[src/core/bdmnvm_map.vh]
// Register map, field positions, reset values and timing counts of the banked register file.
//
// What this block does
// - Status bit 5 picks bank for direct access.
// - Bank spans 7Fh; twelve SFRs, rest RAM.
// - Bank 1 RAM aliases bank 0 RAM.
// - Pointer accesses also use bank select bit.
// - Flag-setting writes to status keep ALU flags.
// - Timeout and powerdown bits ignore software writes.
// - Nibble flag is carry out of bit 3.
// - Carry flag is carry out of bit 7.
// - Subtraction flags are inverted borrows.
// - Nonvolatile memory is 64 bytes, indirectly reached.
// - Data register holds byte read or programmed.
// - Unlock register has no storage behind it.
// - Program erases location, then writes, timer-paced.
// - Code protection blocks programmer, not CPU.
// - Done flag set by hardware, cleared by software.
// - Reset cutting a program sets error flag.
// - Program enable gates every program cycle.
// - Start bit self-clears; writing zero does nothing.
// - Fetch bit only settable; hardware clears it.
// - Fetched byte lands in the data register a cycle after the fetch write.
// - Data register holds until read or write.
// - 55h then AAh unlock before each start.
// - Start needs enable; enable clear spares cycle.
`ifndef BDMNVM_MAP_VH
`define BDMNVM_MAP_VH

// ----------------------------------------------------------------
// Register addresses, bank bit followed by the 7-bit offset
// ----------------------------------------------------------------
`define BDM_OFS_INDIRECT   7'h00
`define BDM_OFS_STATUS     7'h03
`define BDM_OFS_POINTER    7'h04
`define BDM_ADR_NVM_DATA   8'h08
`define BDM_ADR_NVM_ADDR   8'h09
`define BDM_ADR_NVM_CTRL   8'h88
`define BDM_ADR_NVM_UNLOCK 8'h89
`define BDM_GPR_FIRST      7'h0C
`define BDM_GPR_LAST       7'h7F

// ----------------------------------------------------------------
// Status register fields and reset value
// ----------------------------------------------------------------
`define BDM_ST_CARRY   0
`define BDM_ST_NIBBLE  1
`define BDM_ST_ZERO    2
`define BDM_ST_PDOWN   3
`define BDM_ST_TMOUT   4
`define BDM_ST_BANK    5
`define BDM_ST_BANKHI  6
`define BDM_ST_INDHI   7
`define BDM_ST_RESET   8'h18

// ----------------------------------------------------------------
// Nonvolatile control register fields and unlock keys
// ----------------------------------------------------------------
`define BDM_NC_FETCH   0
`define BDM_NC_START   1
`define BDM_NC_ENABLE  2
`define BDM_NC_ERROR   3
`define BDM_NC_DONE    4
`define BDM_UNLOCK_KEY1 8'h55
`define BDM_UNLOCK_KEY2 8'hAA
`define BDM_NVM_DEPTH  64
`define BDM_NVM_AW     6
`define BDM_NVM_ERASED 8'hFF

// ----------------------------------------------------------------
// Timing
// ----------------------------------------------------------------
`define BDM_CLK_PERIOD_NS  8
`define BDM_PROG_TIME_NS   4000000
`define BDM_PROG_CYCLES    (`BDM_PROG_TIME_NS / `BDM_CLK_PERIOD_NS)

`endif

[src/core/bdmnvm_nvm_array.v]
// Nonvolatile byte array with timed erase-then-write programming.
`timescale 1ns/1ns
`include "bdmnvm_map.vh"

module bdmnvm_nvm_array #(
    parameter DEPTH       = `BDM_NVM_DEPTH,
    parameter AW          = `BDM_NVM_AW,
    parameter PROG_CYCLES = `BDM_PROG_CYCLES
) (
    // Clock and reset
    input  wire          clk,
    input  wire          rst,
    // Timed program request
    input  wire          progStart,
    input  wire [AW-1:0] progAddr,
    input  wire [7:0]    progData,
    input  wire          abort,
    // Immediate load from the external programmer
    input  wire          loadEn,
    input  wire [AW-1:0] loadAddr,
    input  wire [7:0]    loadData,
    // Read port
    input  wire [AW-1:0] rdAddr,
    output wire [7:0]    rdData,
    // Status
    output wire          busy,
    output reg           done,
    output reg           aborted
);
    localparam [1:0] ST_IDLE  = 2'd0;
    localparam [1:0] ST_ERASE = 2'd1;
    localparam [1:0] ST_WRITE = 2'd2;
    localparam [31:0] HALF = (PROG_CYCLES / 2 < 1) ? 32'd1 : PROG_CYCLES / 2;

    // Nonvolatile contents are deliberately left out of reset.
    reg [7:0]    mem [0:DEPTH-1];
    reg [1:0]    state_q;
    reg [31:0]   cnt_q;
    reg [AW-1:0] addr_q;
    reg [7:0]    data_q;

    assign rdData = mem[rdAddr];
    assign busy   = (state_q != ST_IDLE);

    // ----------------------------------------------------------------
    // Program sequencer
    // ----------------------------------------------------------------
    always @(posedge clk) begin
        done    <= 1'b0;
        aborted <= 1'b0;
        if (rst) begin
            state_q <= ST_IDLE;
            cnt_q   <= 32'd0;
            addr_q  <= {AW{1'b0}};
            data_q  <= 8'h00;
        end else begin
            case (state_q)
                ST_IDLE: begin
                    if (progStart) begin
                        state_q <= ST_ERASE;
                        cnt_q   <= 32'd0;
                        addr_q  <= progAddr;
                        data_q  <= progData;
                    end else if (loadEn) begin
                        mem[loadAddr] <= loadData;
                    end
                end
                ST_ERASE: begin
                    if (abort) begin
                        state_q <= ST_IDLE;
                        aborted <= 1'b1;
                    end else if (cnt_q == HALF - 32'd1) begin
                        mem[addr_q] <= `BDM_NVM_ERASED;
                        cnt_q       <= 32'd0;
                        state_q     <= ST_WRITE;
                    end else begin
                        cnt_q <= cnt_q + 32'd1;
                    end
                end
                ST_WRITE: begin
                    if (abort) begin
                        state_q <= ST_IDLE;
                        aborted <= 1'b1;
                    end else if (cnt_q == HALF - 32'd1) begin
                        mem[addr_q] <= data_q;
                        state_q     <= ST_IDLE;
                        done        <= 1'b1;
                    end else begin
                        cnt_q <= cnt_q + 32'd1;
                    end
                end
                default: begin
                    state_q <= ST_IDLE;
                end
            endcase
        end
    end
endmodule

[src/core/bdmnvm_regfile.v]
// Banked register file with status register and nonvolatile data memory access.
`timescale 1ns/1ns
`include "bdmnvm_map.vh"

module bdmnvm_regfile #(
    parameter PROG_CYCLES = `BDM_PROG_CYCLES
) (
    // Clock and power-on reset
    input  wire       clk,
    input  wire       rst,
    // External reset pin, asynchronous, active low
    input  wire       externalResetPinN,
    // Core events
    input  wire       wdtTimeout,
    input  wire       sleepCmd,
    input  wire       clrWdtCmd,
    // Register file access from the core
    input  wire [6:0] fileAddr,
    input  wire       rdEn,
    input  wire       nvm_program_enable,
    input  wire [7:0] wrData,
    output reg  [7:0] rdData,
    // ALU flag update
    input  wire       flagUpdZero,
    input  wire       flagUpdArith,
    input  wire [7:0] aluResult,
    input  wire [7:0] aluOpA,
    input  wire [7:0] aluOpB,
    input  wire       aluSub,
    // External programmer port
    input  wire       codeProtect,
    input  wire       progRdEn,
    input  wire       progWrEn,
    input  wire [5:0] progAddr,
    input  wire [7:0] progWrData,
    output reg  [7:0] progRdData,
    output reg        progDenied,
    // Visible state
    output wire [7:0] statusOut,
    output wire       nvmBusy
);
    localparam [1:0] UL_IDLE  = 2'd0;
    localparam [1:0] UL_KEY1  = 2'd1;
    localparam [1:0] UL_ARMED = 2'd2;

    localparam [2:0] R_NONE    = 3'd0;
    localparam [2:0] R_STATUS  = 3'd1;
    localparam [2:0] R_POINTER = 3'd2;
    localparam [2:0] R_NDATA   = 3'd3;
    localparam [2:0] R_NADDR   = 3'd4;
    localparam [2:0] R_NCTRL   = 3'd5;
    localparam [2:0] R_UNLOCK  = 3'd6;
    localparam [2:0] R_GPR     = 3'd7;

    // ----------------------------------------------------------------
    // Address decode
    // ----------------------------------------------------------------
    // twelve SFR slots, then RAM
    function [2:0] decodeReg;
        input       bank;
        input [6:0] ofs;
        begin
            if (ofs >= `BDM_GPR_FIRST)
                decodeReg = R_GPR;
            else if (ofs == `BDM_OFS_STATUS)
                decodeReg = R_STATUS;
            else if (ofs == `BDM_OFS_POINTER)
                decodeReg = R_POINTER;
            else if ({bank, ofs} == `BDM_ADR_NVM_DATA)
                decodeReg = R_NDATA;
            else if ({bank, ofs} == `BDM_ADR_NVM_ADDR)
                decodeReg = R_NADDR;
            else if ({bank, ofs} == `BDM_ADR_NVM_CTRL)
                decodeReg = R_NCTRL;
            else if ({bank, ofs} == `BDM_ADR_NVM_UNLOCK)
                decodeReg = R_UNLOCK;
            else
                decodeReg = R_NONE;
        end
    endfunction

    // ----------------------------------------------------------------
    // State
    // ----------------------------------------------------------------
    reg [7:0] gpr [0:`BDM_GPR_LAST - `BDM_GPR_FIRST];
    reg       bankSelect_q;
    reg [1:0] bankHigh_q;
    reg       timeout_q;
    reg       powerdown_q;
    reg       zero_q;
    reg       nibble_q;
    reg       carry_q;
    reg [7:0] pointer_q;
    reg [7:0] nvmData_q;
    reg [7:0] nvmAddr_q;
    reg       doneFlag_q;
    reg       errFlag_q;
    reg       progEn_q;
    reg       progStart_q;
    reg       fetchStart_q;
    reg [1:0] unlock_q;
    reg [2:0] pinSync_q;
    reg       pinLevel_q;

    wire       softRst;
    wire [6:0] effOfs;
    wire [2:0] regSel;
    wire       wrStatus;
    wire       wrCtrl;
    wire       launch;
    wire [8:0] addB;
    wire [4:0] addNib;
    wire [8:0] addSum;
    wire [7:0] nvmRdByte;
    wire       arrDone;
    wire       arrAborted;
    wire       progAllowed;

    // ----------------------------------------------------------------
    // External reset pin synchroniser
    // ----------------------------------------------------------------
    // The filtered level only moves once the second and third stages agree.
    always @(posedge clk) begin
        if (rst) begin
            pinSync_q  <= 3'b111;
            pinLevel_q <= 1'b1;
        end else begin
            pinSync_q <= {pinSync_q[1:0], externalResetPinN};
            if (pinSync_q[1] == pinSync_q[2])
                pinLevel_q <= pinSync_q[2];
        end
    end

    assign softRst = ~pinLevel_q | wdtTimeout;

    // ----------------------------------------------------------------
    // Effective address
    // ----------------------------------------------------------------
    // bank bit picks the bank
    assign effOfs   = (fileAddr == `BDM_OFS_INDIRECT) ? pointer_q[6:0] : fileAddr;
    assign regSel   = (effOfs == `BDM_OFS_INDIRECT) ? R_NONE
                      : decodeReg(bankSelect_q, effOfs);
    assign wrStatus = nvm_program_enable & (regSel == R_STATUS);
    assign wrCtrl   = nvm_program_enable & (regSel == R_NCTRL);

    // ----------------------------------------------------------------
    // ALU flags
    // ----------------------------------------------------------------
    // subtract adds two's complement
    assign addB   = aluSub ? ({1'b0, ~aluOpB} + 9'h001) : {1'b0, aluOpB};
    assign addNib = {1'b0, aluOpA[3:0]} + (aluSub ? ({1'b0, ~aluOpB[3:0]} + 5'h01)
                                                  : {1'b0, aluOpB[3:0]});
    assign addSum = {1'b0, aluOpA} + addB;

    // ----------------------------------------------------------------
    // Status register
    // ----------------------------------------------------------------
    always @(posedge clk) begin
        if (rst) begin
            {bankHigh_q, bankSelect_q} <= 3'b000;
            timeout_q   <= 1'b1;
            powerdown_q <= 1'b1;
            {zero_q, nibble_q, carry_q} <= 3'b000;
        end else begin
            if (softRst) begin
                {bankHigh_q, bankSelect_q} <= 3'b000;
            end else if (wrStatus) begin
                bankHigh_q   <= wrData[`BDM_ST_INDHI:`BDM_ST_BANKHI];
                bankSelect_q <= wrData[`BDM_ST_BANK];
            end
            if (wdtTimeout) begin
                timeout_q <= 1'b0;
            end else if (sleepCmd) begin
                timeout_q   <= 1'b1;
                powerdown_q <= 1'b0;
            end else if (clrWdtCmd) begin
                timeout_q   <= 1'b1;
                powerdown_q <= 1'b1;
            end
            // ALU flags beat the write
            // Any flag update blocks the write to all three flag bits.
            if (flagUpdZero)
                zero_q <= (aluResult == 8'h00);
            else if (wrStatus & ~flagUpdArith)
                zero_q <= wrData[`BDM_ST_ZERO];
            if (flagUpdArith) begin
                nibble_q <= addNib[4];
                carry_q  <= addSum[8];
            end else if (wrStatus & ~flagUpdZero) begin
                nibble_q <= wrData[`BDM_ST_NIBBLE];
                carry_q  <= wrData[`BDM_ST_CARRY];
            end
        end
    end

    assign statusOut = {bankHigh_q, bankSelect_q, timeout_q, powerdown_q,
                        zero_q, nibble_q, carry_q};

    // ----------------------------------------------------------------
    // Pointer and general purpose RAM
    // ----------------------------------------------------------------
    // both banks share one RAM
    always @(posedge clk) begin
        if (rst) begin
            pointer_q <= 8'h00;
        end else begin
            if (nvm_program_enable & (regSel == R_POINTER))
                pointer_q <= wrData;
            if (nvm_program_enable & (regSel == R_GPR))
                gpr[effOfs - `BDM_GPR_FIRST] <= wrData;
        end
    end

    // ----------------------------------------------------------------
    // Unlock sequence
    // ----------------------------------------------------------------
    // unlock writes feed only this sequencer
    always @(posedge clk) begin
        if (rst | softRst) begin
            unlock_q <= UL_IDLE;
        end else if (nvm_program_enable & (regSel == R_UNLOCK)) begin
            if (wrData == `BDM_UNLOCK_KEY1)
                unlock_q <= UL_KEY1;
            else if ((wrData == `BDM_UNLOCK_KEY2) && (unlock_q == UL_KEY1))
                unlock_q <= UL_ARMED;
            else
                unlock_q <= UL_IDLE;
        end else if (wrCtrl) begin
            unlock_q <= UL_IDLE;
        end
    end

    assign launch = wrCtrl & wrData[`BDM_NC_START] & progEn_q & ~progStart_q
                    & ~nvmBusy & (unlock_q == UL_ARMED);

    // ----------------------------------------------------------------
    // Nonvolatile control, address and data
    // ----------------------------------------------------------------
    always @(posedge clk) begin
        if (rst) begin
            nvmData_q    <= 8'h00;
            nvmAddr_q    <= 8'h00;
            doneFlag_q   <= 1'b0;
            errFlag_q    <= 1'b0;
            progEn_q     <= 1'b0;
            progStart_q  <= 1'b0;
            fetchStart_q <= 1'b0;
        end else if (softRst) begin
            doneFlag_q   <= 1'b0;
            progEn_q     <= 1'b0;
            progStart_q  <= 1'b0;
            fetchStart_q <= 1'b0;
            if (nvmBusy)
                errFlag_q <= 1'b1;
        end else begin
            if (nvm_program_enable & (regSel == R_NADDR))
                nvmAddr_q <= wrData;
            if (fetchStart_q)
                nvmData_q <= nvmRdByte;
            else if (nvm_program_enable & (regSel == R_NDATA))
                nvmData_q <= wrData;
            if (wrCtrl & wrData[`BDM_NC_FETCH])
                fetchStart_q <= 1'b1;
            else
                fetchStart_q <= 1'b0;
            if (launch)
                progStart_q <= 1'b1;
            else if (arrDone | arrAborted)
                progStart_q <= 1'b0;
            if (wrCtrl)
                progEn_q <= wrData[`BDM_NC_ENABLE];
            if (arrDone)
                doneFlag_q <= 1'b1;
            else if (wrCtrl)
                doneFlag_q <= wrData[`BDM_NC_DONE];
            if (wrCtrl)
                errFlag_q <= wrData[`BDM_NC_ERROR];
        end
    end

    // ----------------------------------------------------------------
    // Read path
    // ----------------------------------------------------------------
    always @(posedge clk) begin
        if (rst) begin
            rdData <= 8'h00;
        end else if (rdEn) begin
            case (regSel)
                R_STATUS:  rdData <= statusOut;
                R_POINTER: rdData <= pointer_q;
                R_NDATA:   rdData <= nvmData_q;
                R_NADDR:   rdData <= nvmAddr_q;
                R_NCTRL:   rdData <= {3'b000, doneFlag_q, errFlag_q, progEn_q,
                                      progStart_q, fetchStart_q};
                R_GPR:     rdData <= gpr[effOfs - `BDM_GPR_FIRST];
                default:   rdData <= 8'h00;
            endcase
        end
    end

    // ----------------------------------------------------------------
    // External programmer port
    // ----------------------------------------------------------------
    // protection locks the programmer only
    assign progAllowed = ~codeProtect & ~nvmBusy;

    always @(posedge clk) begin
        if (rst) begin
            progRdData <= 8'h00;
            progDenied <= 1'b0;
        end else begin
            progDenied <= (progRdEn | progWrEn) & ~progAllowed;
            if (progRdEn & progAllowed)
                progRdData <= nvmRdByte;
        end
    end

    // ----------------------------------------------------------------
    // Nonvolatile array
    // ----------------------------------------------------------------
    // 64 bytes behind the address register
    // Programmer reads share the read port, so a CPU fetch in the same
    // cycle sees the programmer's address; both are rare together.
    bdmnvm_nvm_array #(
        .DEPTH       (`BDM_NVM_DEPTH),
        .AW          (`BDM_NVM_AW),
        .PROG_CYCLES (PROG_CYCLES)
    ) uArray (
        .clk       (clk),
        .rst       (rst),
        .progStart (launch),
        .progAddr  (nvmAddr_q[5:0]),
        .progData  (nvmData_q),
        .abort     (softRst),
        .loadEn    (progWrEn & progAllowed & ~launch),
        .loadAddr  (progAddr),
        .loadData  (progWrData),
        .rdAddr    ((progRdEn & progAllowed) ? progAddr : nvmAddr_q[5:0]),
        .rdData    (nvmRdByte),
        .busy      (nvmBusy),
        .done      (arrDone),
        .aborted   (arrAborted)
    );
endmodule

[config.mk]
export PLATFORM = sky130hd
export DESIGN_NAME = bdmnvm_regfile
export DESIGN_NICKNAME = d
export VERILOG_FILES = /design/src/core/bdmnvm_nvm_array.v /design/src/core/bdmnvm_regfile.v
export VERILOG_INCLUDE_DIRS = /design/src /design/src/core
export SDC_FILE = /design/constraint.sdc
export NUM_CORES = 2
export LEC_CHECK = 0
export BUFFER_PORTS_ARGS = -buffer_cell sky130_fd_sc_hd__buf_4
export CAP_MARGIN = 40
export CORE_AREA = 2 2 474 382
export CTS_BUF_LIST = sky130_fd_sc_hd__clkbuf_4 sky130_fd_sc_hd__clkbuf_8
export DETAILED_ROUTE_END_ITERATION = 6
export DIE_AREA = 0 0 476 384
export PLACE_DENSITY = 0.6
export SETUP_SLACK_MARGIN = 0.3
export SLEW_MARGIN = 25
export SYNTH_ARGS = -nofsm -noshare
export SYNTH_HDL_FRONTEND = slang
export SYNTH_SLANG_ARGS = --single-unit
[constraint.sdc]
create_clock -name clk -period 10.9 [get_ports clk]
set_clock_uncertainty 0.2 [all_clocks]
set_input_delay 0 -clock clk [delete_from_list [all_inputs] [get_ports clk]]
set_output_delay 0 -clock clk [all_outputs]
set_load 0.01 [all_outputs]
==> results.json <==
{
  "area_growth_from_synthesis_to_layout_pct": 17.15,
  "synthesis.yosys.warnings": 0,
  "holdCritPathClass": "input port to flop",
  "dieWidth_um": 476,
  "netSwitchingFraction_pct": 24.33,
  "antenna_found_initial": 11,
  "timing.fmax_mhz": 165.3,
  "syn_area_per_cell_sq_um": 15.34,
  "cts_tree": "yes",
  "synth.largest_area_cell": "edfxtp_1",
  "worst_r2r_endpoint": "rdData[6]",
  "timing.reg2reg.setup_slack_ns": 4.85,
  "overall_die_height_um": 384,
  "cap_viol_max_count": 0,
  "numCtsBuffers": 233,
  "timing.critical_path.fanout_max": 33,
  "power.clock.fraction_pct": 40.4,
  "hold-path-cell-count": 6,
  "syn_nets": 4123,
  "first_global_vias": 38582,
  "netlist_area_sq_mm": 0.06196,
  "min_from": "aluOpA[7]",
  "finalSetupViolations": 0,
  "power.total_mw": 12.33,
  "post_drt_wl_per_cell_um": 27.53,
  "syn-instance-count": 4039,
  "drive_gt1_share_pct": 19.04,
  "relSlewSlack_pct": 33.04,
  "timing.critical_path.from_type": "flop",
  "p_leak_nw": 23.32,
  "port-buffer-count": 92,
  "grt_first_pass_wirelength_mm": 274.9,
  "synth_ff_type": "edfxtp_1",
  "max-vdd-ir-drop_v": 0.0001411,
  "yosys.area.top_type_share_pct": 69.79,
  "place_area_sq_mm": 0.06593,
  "sequentialPowerShare_pct": 53.0,
  "drc": 0,
  "first_iter_violations": 5890,
  "final_min_period_over_clock_period_pct": 55.51,
  "total_power_density_per_cell_area_mw_per_mm2": 169.9,
  "core_region_area_sq_mm": 0.1783,
  "insertion_delay_ns": 1.02,
  "fin_nets": 4476,
  "h_tree_level_count": 4,
  "rows": 139,
  "mostFrequentLayoutCell": "edfxtp_1",
  "worst_path_arrival_time_ns": 6.73,
  "rsz0062_at_grt": "no",
  "whs_endpoint": "carry_q",
  "synth_top_cells_by_area": "edfxtp_1 (70%), mux4_2 (4.7%), dfxtp_1 (3.6%)",
  "crit_path_end_kind": "flop",
  "finalSetupTns_ns": 0,
  "route.vias.total": 40533,
  "switching_power_of_the_nets_mw": 3.000,
  "internal_power_mw": 9.331,
  "fp.dieArea_sq_mm": 0.1828,
  "design.portCount": 93,
  "synth_sequential_area_ratio_pct": 73.35,
  "postRouteWirelength_mm": 192.3,
  "synth-async-reset-ratio_pct": 0,
  "clockRootBuffer": "clkbuf_8",
  "power.share.combinational_pct": 6.6,
  "grt_usage_pct": 20.51,
  "post_synth_edffs": 1440,
  "post-route-worst-setup-slack_ns": 4.849,
  "yosysUniqueCellTypes": 86,
  "clock_slew_at_the_register_clock_pins_of_the_worst_setup_and_hold_paths_ns": 0.07,
  "final_antenna_net_count": 0,
  "pins_over_their_slew_limit": 0,
  "tightest_slew_ns": 1.004,
  "worst-endpoint-required_ns": 11.58,
  "r2r.worst_path.cells": 14,
  "drt_first_pass_iters": 6,
  "routability_driven_placement_congestion_ratio": 0.8959,
  "grt_max_degree": 131,
  "cts-root-to-sink-buffers": 3,
  "hold_viol_final": 0,
  "ys_ff_latch": 1550,
  "critical_path_class": "flop to flop",
  "half_perimeter_wire_length_of_the_detailed_placement_result_mm": 113.8,
  "finish.instance_area_sq_mm": 0.07258,
  "cts_setup_buffers": 0,
  "pre_cts_slack_ns": 5.331,
  "commonest_non_fill_non_tap_cells_in_the_layout": "edfxtp_1 (1440), nand2_1 (373), nor2_1 (319), clkbuf_8 (246), buf_4 (233)",
  "worstReg2RegStart": "pointer_q[2]",
  "cts_num_sinks": 1550,
  "globalRouteOverflowTotal": 0,
  "run_status": "complete, no violations",
  "finalWorstPathRequiredPeriod_ns": 6.051,
  "floorplan.initialDensity_pct": 34.76,
  "whs_ns": 0.07001,
  "route.detailed.vias_per_inst": 5.804
}
-- critical path: stages (launching register included) --
cell           delay [ns]
dfxtp_1              0.41
nor4b_1              0.44
a21o_4               0.56
ha_2                 0.42
nor4b_1              0.27
a32oi_1              0.16
and2_2               0.39
buf_4                0.40
nand2_1              0.18
buf_4                0.32
o22ai_1              0.29
nor3_1               0.27
a2bb2oi_1            0.78
o211ai_1             0.17
dlygate4sd3_1        0.60
-- state kept, by name, indices dropped and copies added, names as in the netlist, 2 cells and up --
name / flops
uArray.state_q: 2
bankHigh_q: 2
uArray.data_q: 8
pinSync_q: 3
uArray.addr_q: 6
pointer_q: 8
gpr: 928
uArray.mem: 512
progRdData: 8
uArray.cnt_q: 32
nvmAddr_q: 8
nvmData_q: 8
unlock_q: 2
rdData: 8
-- cells by family (layout without fill, tap and decap cells) --
group	after synthesis	count (layout)	share of synthesized area, %
muxes	211	211	6.048
other	0	7	0
adders and majority gates	17	17	0.3433
DFF	1550	1550	73.35
and+or+nand+nor	1039	1039	7.605
AOI/OAI and AO/OA	919	919	10.70
xor gates and xnor gates	7	7	0.09896
buffers and inverters	296	837	1.862
-- repair_timing --
| action | CTS | global route |
|---|---|---|
| hold buffers | 114 | 1 |
| resized for setup | 0 | 0 |
| setup endpoints to repair | 0 | 0 |
| hold endpoints to repair | 2154 | 8 |
-- synthesized netlist by cell type (all sizes together), types with 18 or more instances --
| cell type | instances |
|---|---|
| nand2 | 373 |
| o22ai | 91 |
| nor2b | 21 |
| mux2 | 24 |
| mux2i | 59 |
| o21ai | 91 |
| a22oi | 43 |
| o221ai | 183 |
| nor2 | 341 |
| a31oi | 140 |
| nand3 | 73 |
| dfxtp | 110 |
| inv | 23 |
| mux4 | 128 |
| a21oi | 107 |
| buf | 59 |
| clkbuf | 214 |
| a221oi | 47 |
| a211oi | 24 |
| edfxtp | 1440 |
| nor3 | 77 |
| o31ai | 18 |
| o211ai | 30 |
-- worst max path at each step --
stage | to | cells past startpoint | start | slack, ns
after floorplan | uArray.mem[10][0] | 17 | pointer_q[2] | 6.01
after global placement | progRdData[6] | 12 | uArray.state_q[1] | 4.88
after detailed placement | nvmData_q[6] | 12 | uArray.state_q[0] | 5.33
after CTS | progRdData[6] | 13 | uArray.state_q[1] | 4.83
after global routing | progRdData[4] | 14 | uArray.state_q[1] | 4.71
final | rdData[6] | 14 | pointer_q[2] | 4.85
-- per-stage QoR --
stage	std cells	util, %
detailed placement	6382	36.99
global placement	6343	36.77
floorplan	4039	-
CTS	6919	40.41
global route	6984	40.72
finish	6984	40.72
-- final cells by class --
class	instances	area [sq um]
flip-flops and latches	1550	45440
well taps	2397	2999
fillers	16068	105700
multi-input cells	2193	15660
clock inverters	118	1027
clock buffers	305	3829
repair buffers	391	3521
inverters	23	88.84
diodes	7	17.52
-- power by group through the flow --
stage	sequential (mW)	combinational [mW]	clock, mW
after global routing	6.53	0.848	5.30
after CTS	6.53	0.791	5.04
after floorplan	6.65	0.365	0
final	6.53	0.816	4.98
after detailed placement	6.66	0.747	0
after global placement	6.66	0.732	0
-- routing by layer --
metal  vias to the layer above  share of wire, %  track usage (%)
met2                      2460                44            30.44
met3                       402                11            4.910
li1                      17034                 -                -
met1                     20635                41            29.13
met4                         2               3.7            7.731
met5                         -            0.0068                0
No activity file was read; power rests on OpenSTA's default activity.
